## src/mir_pkg.sv

```systemverilog
package mir_pkg;
	// Register byte offsets
	localparam logic [4:0] ADR_INTC     = 5'h00;
	localparam logic [4:0] ADR_FIFO_REQ = 5'h04;
	localparam logic [4:0] ADR_USB_CS   = 5'h08;
	localparam logic [4:0] ADR_STATUS   = 5'h0c;
	localparam logic [4:0] ADR_CONFIG   = 5'h10;
	// Interrupt control fields
	localparam int INTC_GIE    = 0;
	localparam int INTC_EN_USB = 1;
	localparam int INTC_EN_T0  = 2;
	localparam int INTC_EN_T1  = 3;
	localparam int INTC_F_USB  = 4;
	localparam int INTC_F_T0   = 5;
	localparam int INTC_F_T1   = 6;
	// USB control/status, status and config fields
	localparam int USB_CS_SUSPEND = 0;
	localparam int USB_CS_RESUME  = 3;
	localparam int STAT_TIMEOUT   = 0;
	localparam int STAT_STACK     = 1;
	localparam int STAT_PDOWN     = 2;
	localparam int CFG_PIN_RST    = 0;
	localparam int CFG_LVR        = 1;
	localparam int FIFO_NUM       = 3;
	// Reset values
	localparam logic [7:0] INTC_RST   = 8'h00;
	localparam logic [7:0] USB_CS_RST = 8'h00;
	localparam logic [1:0] CONFIG_RST = 2'h3;
	localparam logic [7:0] PORT_RST   = 8'hff;
	// Vectors
	localparam logic [11:0] VEC_USB = 12'h004;
	localparam logic [11:0] VEC_T0  = 12'h008;
	localparam logic [11:0] VEC_T1  = 12'h00c;
	// Timing
	localparam int CLK_PERIOD_NS         = 20;
	localparam int RESET_DELAY_TIME_NS   = 1000;
	localparam int LOW_SUPPLY_QUALIFY_NS = 1000;
	localparam logic [11:0] RESET_DELAY_CYC =
		12'((RESET_DELAY_TIME_NS + CLK_PERIOD_NS - 1) / CLK_PERIOD_NS);
	localparam logic [11:0] LOW_SUPPLY_CYC =
		12'((LOW_SUPPLY_QUALIFY_NS + CLK_PERIOD_NS - 1) / CLK_PERIOD_NS);

	typedef enum logic [1:0] {
		ST_RUN   = 2'b00,
		ST_HOLD  = 2'b01,
		ST_DELAY = 2'b10
	} mir_state_t;

	typedef struct packed {
		mir_state_t          state;
		logic [11:0]         dly_cnt;
		logic [11:0]         lv_cnt;
		logic [7:0]          intc;
		logic [FIFO_NUM-1:0] fifo_req;
		logic [7:0]          usb_cs;
		logic                timeout_flag;
		logic [1:0]          config_opt;
		logic                ack;
		logic [7:0]          rdata;
		logic                call;
		logic [11:0]         vector;
		logic                pc_sp_clear;
	} mir_regs_t;
endpackage

```

## src/mir_irq_reset_ctrl.sv

```systemverilog
// Operation
// - Timer interrupt needs global and own enable
// - Timer overflow always sets its request flag
// - Timer call to vector 08H or 0CH
// - Timer service clears its flag and global enable
// - Flag stays until serviced or software cleared
// - Any interrupt source wakes from power-down
// - Entry pushes only the program counter
// - FIFO access, suspend, resume, bus reset set USB flag
// - USB call to 04H clears flag and global
// - FIFO access sets its bit; firmware clears
// - Bus suspend sets control bit 0, interrupts
// - Bus resume sets control bit 3, interrupts
// - Program counter zero after power-on delay
// - Power-on sets port registers to ones
// - Reset pin low clears PC, restarts on release
// - Extra reset delay after release before fetch
// - Pin acts as reset only when configured
// - Low-voltage reset only after qualifying time
// - Watchdog normal time-out resets, sets flag
// - Watchdog power-down time-out clears PC, SP only
// - Priority USB, then timer 0, then timer 1
// - Full stack defers service; nesting via enable
// - Requests serviced on next T2 pulse
//
// The Wishbone register port and the register addresses were left to the implementer.
`timescale 1ns/1ps
`default_nettype none
module mir_irq_reset_ctrl
	import mir_pkg::*;
(
	// Clock and reset
	input  wire logic                clk_i,
	input  wire logic                rst_i,
	// Wishbone slave
	input  wire logic                wb_cyc_i,
	input  wire logic                wb_stb_i,
	input  wire logic                wb_we_i,
	input  wire logic [4:0]          wb_adr_i,
	input  wire logic [3:0]          wb_sel_i,
	input  wire logic [31:0]         wb_dat_i,
	output logic      [31:0]         wb_dat_o,
	output logic                     wb_ack_o,
	// Event sources
	input  wire logic                timer0_ovf_i,
	input  wire logic                timer1_ovf_i,
	input  wire logic [FIFO_NUM-1:0] usb_fifo_access_i,
	input  wire logic                usb_suspend_i,
	input  wire logic                usb_resume_i,
	input  wire logic                usb_bus_reset_i,
	// Core status
	input  wire logic                t2_pulse_i,
	input  wire logic                stack_full_i,
	input  wire logic                power_down_i,
	// Reset sources
	input  wire logic                port_a_bit7_i,
	input  wire logic                low_supply_i,
	input  wire logic                watchdog_timeout_i,
	// Core control
	output logic                     irq_call_o,
	output logic      [11:0]         irq_vector_o,
	output logic                     wake_o,
	output logic                     core_reset_o,
	output logic                     pc_sp_clear_o,
	output logic                     port_preset_o,
	output logic      [7:0]          port_preset_value_o
);
	mir_regs_t r_reg;
	mir_regs_t r_next;

	logic       wr_en;
	logic [7:0] wd;
	logic       pin_rst;
	logic       lv_rst;
	logic       wdt_run;
	logic       wdt_pd;
	logic       src;
	logic       run;
	logic [2:0] pend;
	logic       usb_evt;

	function automatic logic [7:0] rd_mux(input mir_regs_t s, input logic [4:0] a,
			input logic sf, input logic pd);
		logic [7:0] v;
		v = 8'h00;
		case (a)
			ADR_INTC:     v = s.intc;
			ADR_FIFO_REQ: v[FIFO_NUM-1:0] = s.fifo_req;
			ADR_USB_CS:   v = s.usb_cs;
			ADR_STATUS: begin
				v[STAT_TIMEOUT] = s.timeout_flag;
				v[STAT_STACK]   = sf;
				v[STAT_PDOWN]   = pd;
			end
			ADR_CONFIG:   v[1:0] = s.config_opt;
			default:      v = 8'h00;
		endcase
		return v;
	endfunction

	assign run     = (r_reg.state == ST_RUN);
	assign wr_en   = wb_cyc_i && wb_stb_i && wb_we_i && r_reg.ack && wb_sel_i[0];
	assign wd      = wb_dat_i[7:0];
	assign pin_rst = r_reg.config_opt[CFG_PIN_RST] && !port_a_bit7_i;
	assign lv_rst  = r_reg.config_opt[CFG_LVR] && low_supply_i
		&& (r_reg.lv_cnt == LOW_SUPPLY_CYC);
	assign wdt_run = watchdog_timeout_i && !power_down_i;
	assign wdt_pd  = watchdog_timeout_i && power_down_i;
	assign src     = pin_rst || lv_rst || wdt_run;
	assign usb_evt = (|usb_fifo_access_i) || usb_suspend_i || usb_resume_i
		|| usb_bus_reset_i;
	// Enabled requests; global enable is checked at service
	assign pend[0] = r_reg.intc[INTC_F_USB] && r_reg.intc[INTC_EN_USB];
	assign pend[1] = r_reg.intc[INTC_F_T0] && r_reg.intc[INTC_EN_T0];
	assign pend[2] = r_reg.intc[INTC_F_T1] && r_reg.intc[INTC_EN_T1];

	always_comb begin
		r_next = r_reg;
		r_next.call = 1'b0;
		r_next.pc_sp_clear = 1'b0;
		// Wishbone: ack one cycle after request, write at the ack edge
		r_next.ack = wb_cyc_i && wb_stb_i && !r_reg.ack;
		r_next.rdata = rd_mux(r_reg, wb_adr_i, stack_full_i, power_down_i);
		if (r_reg.config_opt[CFG_LVR] && low_supply_i) begin
			if (r_reg.lv_cnt != LOW_SUPPLY_CYC)
				r_next.lv_cnt = r_reg.lv_cnt + 12'h001;
		end else begin
			r_next.lv_cnt = 12'h000;
		end
		if (wr_en) begin
			case (wb_adr_i)
				ADR_INTC:     r_next.intc = {1'b0, wd[6:0]};
				ADR_FIFO_REQ: r_next.fifo_req = wd[FIFO_NUM-1:0];
				ADR_USB_CS:   r_next.usb_cs = wd;
				ADR_CONFIG:   r_next.config_opt = wd[1:0];
				default:      r_next.intc = r_next.intc;
			endcase
		end
		// Service on T2 pulse in fixed priority
		if (run && t2_pulse_i && r_reg.intc[INTC_GIE] && !stack_full_i
				&& (|pend)) begin
			r_next.call = 1'b1;
			r_next.intc[INTC_GIE] = 1'b0;
			if (pend[0]) begin
				r_next.vector = VEC_USB;
				r_next.intc[INTC_F_USB] = 1'b0;
			end else if (pend[1]) begin
				r_next.vector = VEC_T0;
				r_next.intc[INTC_F_T0] = 1'b0;
			end else begin
				r_next.vector = VEC_T1;
				r_next.intc[INTC_F_T1] = 1'b0;
			end
		end
		// Events applied after writes and service so they beat those clears
		if (timer0_ovf_i)
			r_next.intc[INTC_F_T0] = 1'b1;
		if (timer1_ovf_i)
			r_next.intc[INTC_F_T1] = 1'b1;
		if (usb_evt)
			r_next.intc[INTC_F_USB] = 1'b1;
		r_next.fifo_req = r_next.fifo_req | usb_fifo_access_i;
		if (usb_suspend_i)
			r_next.usb_cs[USB_CS_SUSPEND] = 1'b1;
		if (usb_resume_i)
			r_next.usb_cs[USB_CS_RESUME] = 1'b1;
		// Watchdog flag
		if (watchdog_timeout_i)
			r_next.timeout_flag = 1'b1;
		else if (pin_rst || lv_rst)
			r_next.timeout_flag = 1'b0;
		if (wdt_pd)
			r_next.pc_sp_clear = 1'b1;
		// Reset sequencer
		case (r_reg.state)
			ST_RUN: begin
				if (src)
					r_next.state = ST_HOLD;
			end
			ST_HOLD: begin
				r_next.dly_cnt = 12'h000;
				if (!src)
					r_next.state = ST_DELAY;
			end
			ST_DELAY: begin
				r_next.dly_cnt = r_reg.dly_cnt + 12'h001;
				if (src)
					r_next.state = ST_HOLD;
				else if (r_reg.dly_cnt == RESET_DELAY_CYC - 12'h001)
					r_next.state = ST_RUN;
			end
			default: r_next.state = ST_HOLD;
		endcase
		// Full reset clears interrupt state
		if (r_next.state == ST_HOLD) begin
			r_next.intc = INTC_RST;
			r_next.fifo_req = '0;
			r_next.usb_cs = USB_CS_RST;
			r_next.call = 1'b0;
		end
	end

	always_ff @(posedge clk_i) begin
		if (rst_i) begin
			r_reg.state <= ST_DELAY;
			r_reg.dly_cnt <= 12'h000;
			r_reg.lv_cnt <= 12'h000;
			r_reg.intc <= INTC_RST;
			r_reg.fifo_req <= '0;
			r_reg.usb_cs <= USB_CS_RST;
			r_reg.timeout_flag <= 1'b0;
			r_reg.config_opt <= CONFIG_RST;
			r_reg.ack <= 1'b0;
			r_reg.rdata <= 8'h00;
			r_reg.call <= 1'b0;
			r_reg.vector <= 12'h000;
			r_reg.pc_sp_clear <= 1'b0;
		end else begin
			r_reg <= r_next;
		end
	end

	assign wb_ack_o            = r_reg.ack;
	assign wb_dat_o            = {24'h000000, r_reg.rdata};
	assign irq_call_o          = r_reg.call;
	assign irq_vector_o        = r_reg.vector;
	assign core_reset_o        = !run;
	assign pc_sp_clear_o       = r_reg.pc_sp_clear || !run;
	assign port_preset_o       = !run;
	assign port_preset_value_o = PORT_RST;
	// Any latched source, enabled or not
	assign wake_o = power_down_i && ((|r_reg.intc[6:4]) || watchdog_timeout_i);
endmodule
`default_nettype wire

```

## config.mk

```make
export PLATFORM = sky130hd
export DESIGN_NAME = mir_irq_reset_ctrl
export DESIGN_NICKNAME = d
export VERILOG_FILES = /design/src/mir_pkg.sv /design/src/mir_irq_reset_ctrl.sv
export SDC_FILE = /design/constraint.sdc
export NUM_CORES = 1
export LEC_CHECK = 0
export ABC_AREA = 0
export BUFFER_PORTS_ARGS = -buffer_cell sky130_fd_sc_hd__buf_4
export CAP_MARGIN = 40
export CORE_MARGIN = 1.5
export CORE_UTILIZATION = 50
export CTS_BUF_LIST = sky130_fd_sc_hd__clkbuf_16
export DETAILED_ROUTE_END_ITERATION = 8
export PLACE_DENSITY_LB_ADDON = 0.12
export SYNTH_ARGS = -nofsm -noshare
export SYNTH_HDL_FRONTEND = slang
export SYNTH_SLANG_ARGS = --single-unit
```

## constraint.sdc

```tcl
create_clock -name clk_i -period 2.7 [get_ports clk_i]
set_input_delay 0.405 -clock clk_i [delete_from_list [all_inputs] [get_ports clk_i]]
set_output_delay 0.405 -clock clk_i [all_outputs]
set_load 0.05 [all_outputs]
```

; Yosys cells after proc, flatten, opt, wreduce, memory -nomap -nowiden
; Index checks and enable logic that the tools add are counted.
[totals]
in_bits = 60
register_bits = 70
[classes]
bitwise = 2
add_sub_neg = 2
n_mux = 29
n_eq_ne = 10
n_reduce_logical = 49
[ops]
columns = operator, n
row1 = adder 12 x 1 -> 12 bit (second input constant), 2
row2 = == test 12 x 6 -> 1 bit (second input constant), 2
row3 = one-hot mux 12 bit (2 select lines), 1
row4 = logical AND 1 bit, 18
row5 = 2-to-1 mux 18 bit, 1
row6 = 2-to-1 mux 13 bit, 1
row7 = inequality test 12 x 6 -> 1 bit (second input constant), 1
row8 = nonzero test 2 bit, 6
row9 = OR reduction 3 bit, 4
row10 = 2-to-1 mux 1 bit, 11
row11 = == test 5 x 4 -> 1 bit (second input constant), 2
row12 = 2-to-1 mux 2 bit, 5
row13 = one-hot mux 2 bit (5 select lines), 1
row14 = one-hot mux 5 bit (2 select lines), 1
row15 = AND reduction 2 bit, 5
row16 = 2-to-1 mux 3 bit, 3
row17 = 2-to-1 mux 8 bit, 1
row18 = logical OR 1 bit, 7
row19 = 2-to-1 mux 7 bit, 1
row20 = one-hot mux 2 bit (3 select lines), 1
row21 = == test 5 x 3 -> 1 bit (second input constant), 1
row22 = == test 5 bit (second input constant), 1
row23 = zero test 1 bit, 5
row24 = zero test 5 bit, 1
row25 = other kinds (8), 10

; Depth between registers and ports, before layout
; Gate-level depths: netlist (run 1).
[logic_depth]
ltp_word = 9
ltp_mapped = 9
depth_no_buf = 7

; Worst setup path before layout (run 1)
; Ideal clock, no wire load.
[synth_path]
path_kind = register -> register
start = reg r_reg[69] in the netlist's numbering
end = reg r_reg[42] in the netlist's numbering
stages_incl_launch_ff = 9
setup_ns = 0.057
arrival_time_ns = 1.823
required_ns = 2.643
slack_ns = 0.820
n_path_buf = 1
synth_period_minus_slack_ns = 1.880
cell_sequence = dfxtp_1 -> inv_1 -> ha_1 -> nor4b_1 -> a31oi_1 -> nor4b_1 -> a2111o_1 -> buf_6 -> o21ba_2
[synth_via]
elab_chain_cells = 7
word_cells_on_any_way = 16
cone_classes = 3 x eq/ne / 7 x mux / 6 x reduce/logical
[synth_rtl]
columns = element, line_no
row1 = "start, declared", mir_irq_reset_ctrl.sv:68  ; mir_regs_t r_reg;
row2 = "start signal, assigned", mir_irq_reset_ctrl.sv:219  ; r_reg <= r_next;
row3 = branches (longest 7 deep; another with one-hot mux 2 bit (3 select lines)), -
; Several ways; the timed one is not identified.
; A chain may end at the register's enable or synchronous reset.

; Worst setup path after layout (run 1)
; Ends and elaborated chain as after synthesis.

==> flow_metrics.env, run 1 <==
export IMPL_post_route_util=0.599
export IMPL_worst_pin_slew_ps=648
export IMPL_syn_avg_cell_area_um2=8.94
export IMPL_dp_hpwl_um=4460
export IMPL_slowest_stage="a2111o_1"
export IMPL_post_drt_wl_per_cell_um=13.1
export IMPL_cts_repair_resized=0
export IMPL_finalSetupTns_ps=0
export IMPL_worstSetupPathType="reg -> reg"
export IMPL_slew_headroom=0.568
export IMPL_gp_congestion=0.746
export IMPL_ctsHoldBuffers=0
export IMPL_finalPower_mw=2.52
export IMPL_power_density_nw_per_um2=695
export IMPL_cp_max_fo=19
export IMPL_largest_reg_flops=48
export IMPL_grt_usage=0.191
export IMPL_final_max_slew_viol_count=0
export IMPL_cp_required_ps=2970
export IMPL_drive_above_1_share=0.170
export IMPL_min_path_type="in -> reg"
export IMPL_num_vias=2427
export IMPL_antenna_found_initial=0
export IMPL_synth_distinct_cells=55
export IMPL_first_pass_iters=5
export IMPL_netlist_top_cells_count="dfxtp_1 (60), buf_4 (53), nor2_1 (48), mux2i_1 (22), nand2_1 (20)"
export IMPL_critPathBufInv=1
export IMPL_status="complete, no violations"
export IMPL_fin_nets=463
export IMPL_ios=118
export IMPL_fin_cells=474
export IMPL_p_leak_nw=1.60
export IMPL_area_growth_pct=13.4
export IMPL_startpoint_type="register"
export IMPL_rsz0062_at_grt="no"
export IMPL_coreArea_um2=6060
export IMPL_overflow=0
export IMPL_cp_top_family="compound AO/OA/AOI/OAI gates"
export IMPL_synthesis_area_um2=3200
export IMPL_fillers=529
export IMPL_dieArea_um2=6890
export IMPL_clkTransAtPathRegs_ps=50
export IMPL_insertion_delay_ps=320
export IMPL_yosysTopAreaCell="dfxtp_1"
export IMPL_max_cap_viol_count=0
export IMPL_fin_ws_ps=308
export IMPL_synth_area_leaders="dfxtp_1 (38%), buf_4 (12%), mux2i_1 (6.9%), nor2_1 (5.6%), xor2_1 (4.4%)"
export IMPL_clock_skew_ps=4.06
export IMPL_async_flop_share=0
export IMPL_synth_edf_count=0
export IMPL_synthCells=358
export IMPL_cts_tree="yes"
export IMPL_cts_sinks=60
export IMPL_grt_pass1_vias=2303
export IMPL_grt_start_max_net_pins=20
export IMPL_r2r_cells=7
export IMPL_dpl_cell_count=459
export IMPL_grt_pass1_wl_um=10700
export IMPL_cts_root_buf="clkbuf_16"
export IMPL_finalHoldViolations=0
export IMPL_port_buffers=48
export IMPL_diodes=0
export IMPL_r2r_end="r_reg[42]"
export IMPL_drt_iter0_markers=135
export IMPL_hold_start="timer1_ovf_i"
export IMPL_fmax_mhz=418
export IMPL_htreeDepth=3
export IMPL_reg2reg_slack_ps=310
export IMPL_r2r_start="r_reg[69]"
export IMPL_cp_end_kind="register"
export IMPL_post_cts_buffers=0
export IMPL_num_rows=28
export IMPL_slowest_delay_ps=580
export IMPL_worstPathCellList="inv_1 -> ha_1 -> nor4b_1 -> a31oi_1 -> nor4b_1 -> a2111o_1 -> o21ba_2"
export IMPL_vdd_drop_max_uv=452
export IMPL_setup_viol=0
export IMPL_die_y_um=83.0
export IMPL_cpMostUsedCell="nor4b_1"
export IMPL_cts_buffer_depth=2
export IMPL_synth_most_common_cell="dfxtp_1"
export IMPL_fin_crit_ps=2390
export IMPL_seq_area_frac_synth=0.375
export IMPL_final_period_utilization=0.886
export IMPL_min_to="r_reg[43]"
export IMPL_synthFlopType="dfxtp_1"
export IMPL_crit_arrival_ps=2660
export IMPL_dp_slack_ps=396
export IMPL_regArea_um2=1200
export IMPL_fp_dieW_um=83.0
export IMPL_wl_um=6210
export IMPL_whs_path_depth=3
export IMPL_avgViaCountPerCell=5.12
export IMPL_synth_top_area_share=0.375
export IMPL_start_util=0.528
export IMPL_route_detailed_drc=0
export IMPL_ant_nets=0
export IMPL_synth_warnings=0
export IMPL_cts_inserted_buffers=9
export IMPL_multi_input_area_um2=1630
export IMPL_ys_ff_latch=60
==> final cells by class <==
cell class	count	area share
clock buffers	9	0.0621
clock inverters	6	0.0138
inverters	16	0.0166
multi-input cells	259	0.449
flip-flops and latches	60	0.331
well taps	75	0.0259
repair buffers	49	0.101
==> metrics by stage <==
| step | instance area, um^2 | hold WS (ps) |
|---|---|---|
| floorplan | 3350 | 409 |
| global placement | 3350 | 422 |
| detailed placement | 3350 | 424 |
| CTS | 3630 | 292 |
| global route | 3630 | 308 |
| finish | 3630 | 298 |
==> placed cells by master (no fill, tap or decap), drive strengths merged, types with 4 or more instances in the layout <==
cell	instances
conb	42
a21oi	11
nor3	6
xor2	16
ha	8
nand3b	5
nor2	48
nand2b	4
and3	6
mux2i	22
nand4	7
clkbuf	9
o21ai	6
inv	19
nand2	20
nand3	11
nor4b	5
dfxtp	60
buf	49
==> cells by family after synthesis <==
kind of cell | count (synthesis) | synth area share
flip-flops | 60 | 0.375
buffers and inverters | 79 | 0.162
adder cells (fa/ha/maj) | 8 | 0.0313
AND/OR/NAND/NOR | 130 | 0.214
AO/OA/AOI/OAI | 35 | 0.0802
XOR/XNOR | 19 | 0.0520
multiplexers | 25 | 0.0829
other | 2 | 0.00235
==> worst register-to-register path: cells and delay by family (launching register included) <==
| family | cells | cell delay [ps] |
|---|---|---|
| compound gates | 3 | 1090 |
| fa+ha+maj | 1 | 280 |
| buf+inv | 1 | 110 |
| flops | 1 | 400 |
| simple gates | 2 | 460 |
==> routing by layer <==
layer  up-vias  global-route usage  part of all wire  wire length, um
li1       1201                   -                 -                -
met1      1136               0.248              0.47             2910
met2        83               0.299              0.46             2860
met3         7              0.0427             0.057              354
met4         0              0.0955             0.015               91
met5         -                   0                 0                0
==> report_power, final <==
group	internal (mW)	total, mW	switching, mW
clock network	0.692	1.06	0.369
logic	0.149	0.495	0.346
registers	0.928	0.967	0.0393
==> how the worst max path moves through the flow <==
stage | start | to | slack, ps | cells after the start
global route | r_reg[69] | r_reg[42] | 190 | 7
global placement | r_reg[69] | r_reg[42] | 420 | 7
finish | r_reg[69] | r_reg[42] | 310 | 7
floorplan | r_reg[69] | r_reg[42] | 820 | 8
detailed placement | r_reg[69] | r_reg[42] | 400 | 7
CTS | r_reg[70] | r_reg[42] | 300 | 7
No activity file was read; power rests on OpenSTA's default activity.
==> run 2: changes to the inputs <==
--- a/config.mk
+++ b/config.mk
@@ -9,8 +9,9 @@
 export BUFFER_PORTS_ARGS = -buffer_cell sky130_fd_sc_hd__buf_4
 export CAP_MARGIN = 40
 export CORE_MARGIN = 1.5
-export CORE_UTILIZATION = 50
+export CORE_UTILIZATION = 30
 export CTS_BUF_LIST = sky130_fd_sc_hd__clkbuf_16
+export CTS_CLUSTER_SIZE = 10
 export DETAILED_ROUTE_END_ITERATION = 8
 export PLACE_DENSITY_LB_ADDON = 0.12
 export SYNTH_ARGS = -nofsm -noshare
==> run 2 against run 1 <==
- routed wire length grew 8.7%
- global-route usage shrank 6.4 points
- first-iteration DRC count shrank 45%
- fmax grew 2.1%
- critical path depth is the same
- sequential share of layout area shrank 0.45 points
==> flow_metrics.env, run 2 (synthesized netlist as in run 1, its figures left out) <==
export IMPL_rsz0062_at_grt="no"
export IMPL_setup_viol=0
export IMPL_final_period_utilization=0.868
export IMPL_post_route_util=0.356
export IMPL_min_path_type="in -> reg"
export IMPL_power_frac_comb=0.207
export IMPL_dieArea_um2=11300
export IMPL_startpoint_type="register"
export IMPL_vdd_drop_max_uv=359
export IMPL_worst_pin_slew_ps=652
export IMPL_insertion_delay_ps=320
export IMPL_port_buffers=48
export IMPL_fp_dieW_um=106
export IMPL_fin_crit_ps=2340
export IMPL_final_cell_mix="dfxtp_1 (60), buf_4 (49), nor2_1 (48), conb_1 (42), mux2i_1 (22)"
export IMPL_num_rows=37
export IMPL_cp_max_fo=19
export IMPL_ios=118
export IMPL_use_met2=0.197
export IMPL_final_max_slew_viol_count=0
export IMPL_mostFrequentLayoutCell="dfxtp_1"
export IMPL_first_pass_iters=7
export IMPL_cts_root_buf="clkbuf_16"
export IMPL_finalHoldViolations=0
export IMPL_antenna_found_initial=0
export IMPL_cp_end_kind="register"
export IMPL_power_density_nw_per_um2=659
export IMPL_fillers=1090
export IMPL_clock_skew_ps=7.39
export IMPL_largest_reg_flops=48
export IMPL_worstSetupPathType="reg -> reg"
export IMPL_p_leak_nw=1.58
export IMPL_use_met1=0.164
export IMPL_grt_usage=0.127
export IMPL_grt_pass1_wl_um=11200
export IMPL_cts_buffer_depth=2
export IMPL_num_vias=2385
export IMPL_finalSetupTns_ps=0
export IMPL_drt_iter0_markers=74
export IMPL_overflow=0
export IMPL_crit_arrival_ps=2610
export IMPL_route_detailed_drc=0
export IMPL_diodes=0
export IMPL_cp_required_ps=2960
export IMPL_met3_usage=0.0386
export IMPL_cts_inserted_buffers=9
export IMPL_dp_hpwl_um=5010
export IMPL_p_int_mw=1.67
export IMPL_area_growth_pct=15.0
export IMPL_cts_tree="yes"
export IMPL_cts_sinks=60
export IMPL_gp_congestion=0.752
export IMPL_slew_headroom=0.565
export IMPL_pwr_share_seq=0.399
export IMPL_post_cts_buffers=0
export IMPL_drive_above_1_share=0.168
export IMPL_netSwitchingFraction=0.310
export IMPL_grt_start_max_net_pins=20
export IMPL_ctsHoldBuffers=0
export IMPL_die_y_um=106
export IMPL_status="complete, no violations"
export IMPL_clkPwrFrac=0.394
export IMPL_htreeDepth=3
export IMPL_grt_busiest_layer="met2"
export IMPL_post_drt_wl_per_cell_um=12.6
export IMPL_max_cap_viol_count=0
export IMPL_coreArea_um2=10300
export IMPL_fin_nets=463
export IMPL_ant_nets=0
export IMPL_grt_pass1_vias=2304
export IMPL_cts_repair_resized=0
export IMPL_avgViaCountPerCell=4.46
export IMPL_finalPower_mw=2.42
export IMPL_fmax_mhz=427
export IMPL_power_switching_mw=0.752
export IMPL_clkTransAtPathRegs_ps=50
export IMPL_start_util=0.310
export IMPL_wl_um=6750
-- run 2: cell count changes in the layout (fill, tap and decap cells not counted), sizes merged --
cell	before	now
bufinv	1	0
clkinv	2	5
inv	19	17
-- run 2: path summary, 6_finish.rpt --
| kind | from | slack (ps) | end | depth (start not counted) |
|---|---|---|---|---|
| hold / removal | timer1_ovf_i | 300 | r_reg[43] | 3 |
| setup / recovery | r_reg[69] | 360 | r_reg[42] | 7 |
| hold reg to reg | r_reg[33] | 430 | wb_dat_o[7] | 2 |
| setup reg to reg | r_reg[69] | 360 | r_reg[42] | 7 |
-- run 2: power by group through the flow --
stage	clock (mW)	combinational [mW]	sequential (mW)
2_1_floorplan	0	0.452	0.975
4_1_cts	0.991	0.504	0.966
3_5_place_dp	0	0.502	0.984
5_1_grt	1.03	0.543	0.973
3_3_place_gp	0	0.499	0.983
6_report	0.956	0.501	0.967
-- run 2: through the flow --
stage | hold slack (ps) | setup slack [ps] | instance area [um^2] | instances
after floorplan | 409 | 820 | 3350 | 398
after global placement | 427 | 394 | 3430 | 520
after detailed placement | 423 | 356 | 3430 | 520
after CTS | 296 | 337 | 3680 | 535
after global routing | 299 | 175 | 3680 | 535
final | 304 | 358 | 3680 | 535
-- run 2: worst max-delay path: stages, from the launching register on --
cell	delay (ps)
dfxtp_1	400
inv_1	110
ha_1	280
nor4b_1	260
a31oi_1	140
nor4b_1	170
a2111o_1	580
o21ba_2	340
-- run 2: layer usage --
layer / vias to the layer above / wire, um
li1: 1202 / -
met2: 78 / 2890
met1: 1096 / 3370
met3: 9 / 384
met4: 0 / 114
met5: - / 0
-- run 2: area by class of cell --
type	count	area (um^2)	share of cell area
Timing Repair Buffer	49	368	0.100
Clock buffer	9	225	0.0612
Multi-Input combinational cell	259	1630	0.443
Tap cell	136	170	0.0463
Sequential cell	60	1200	0.327
Clock inverter	6	23.8	0.00646
Inverter	16	60.1	0.0163
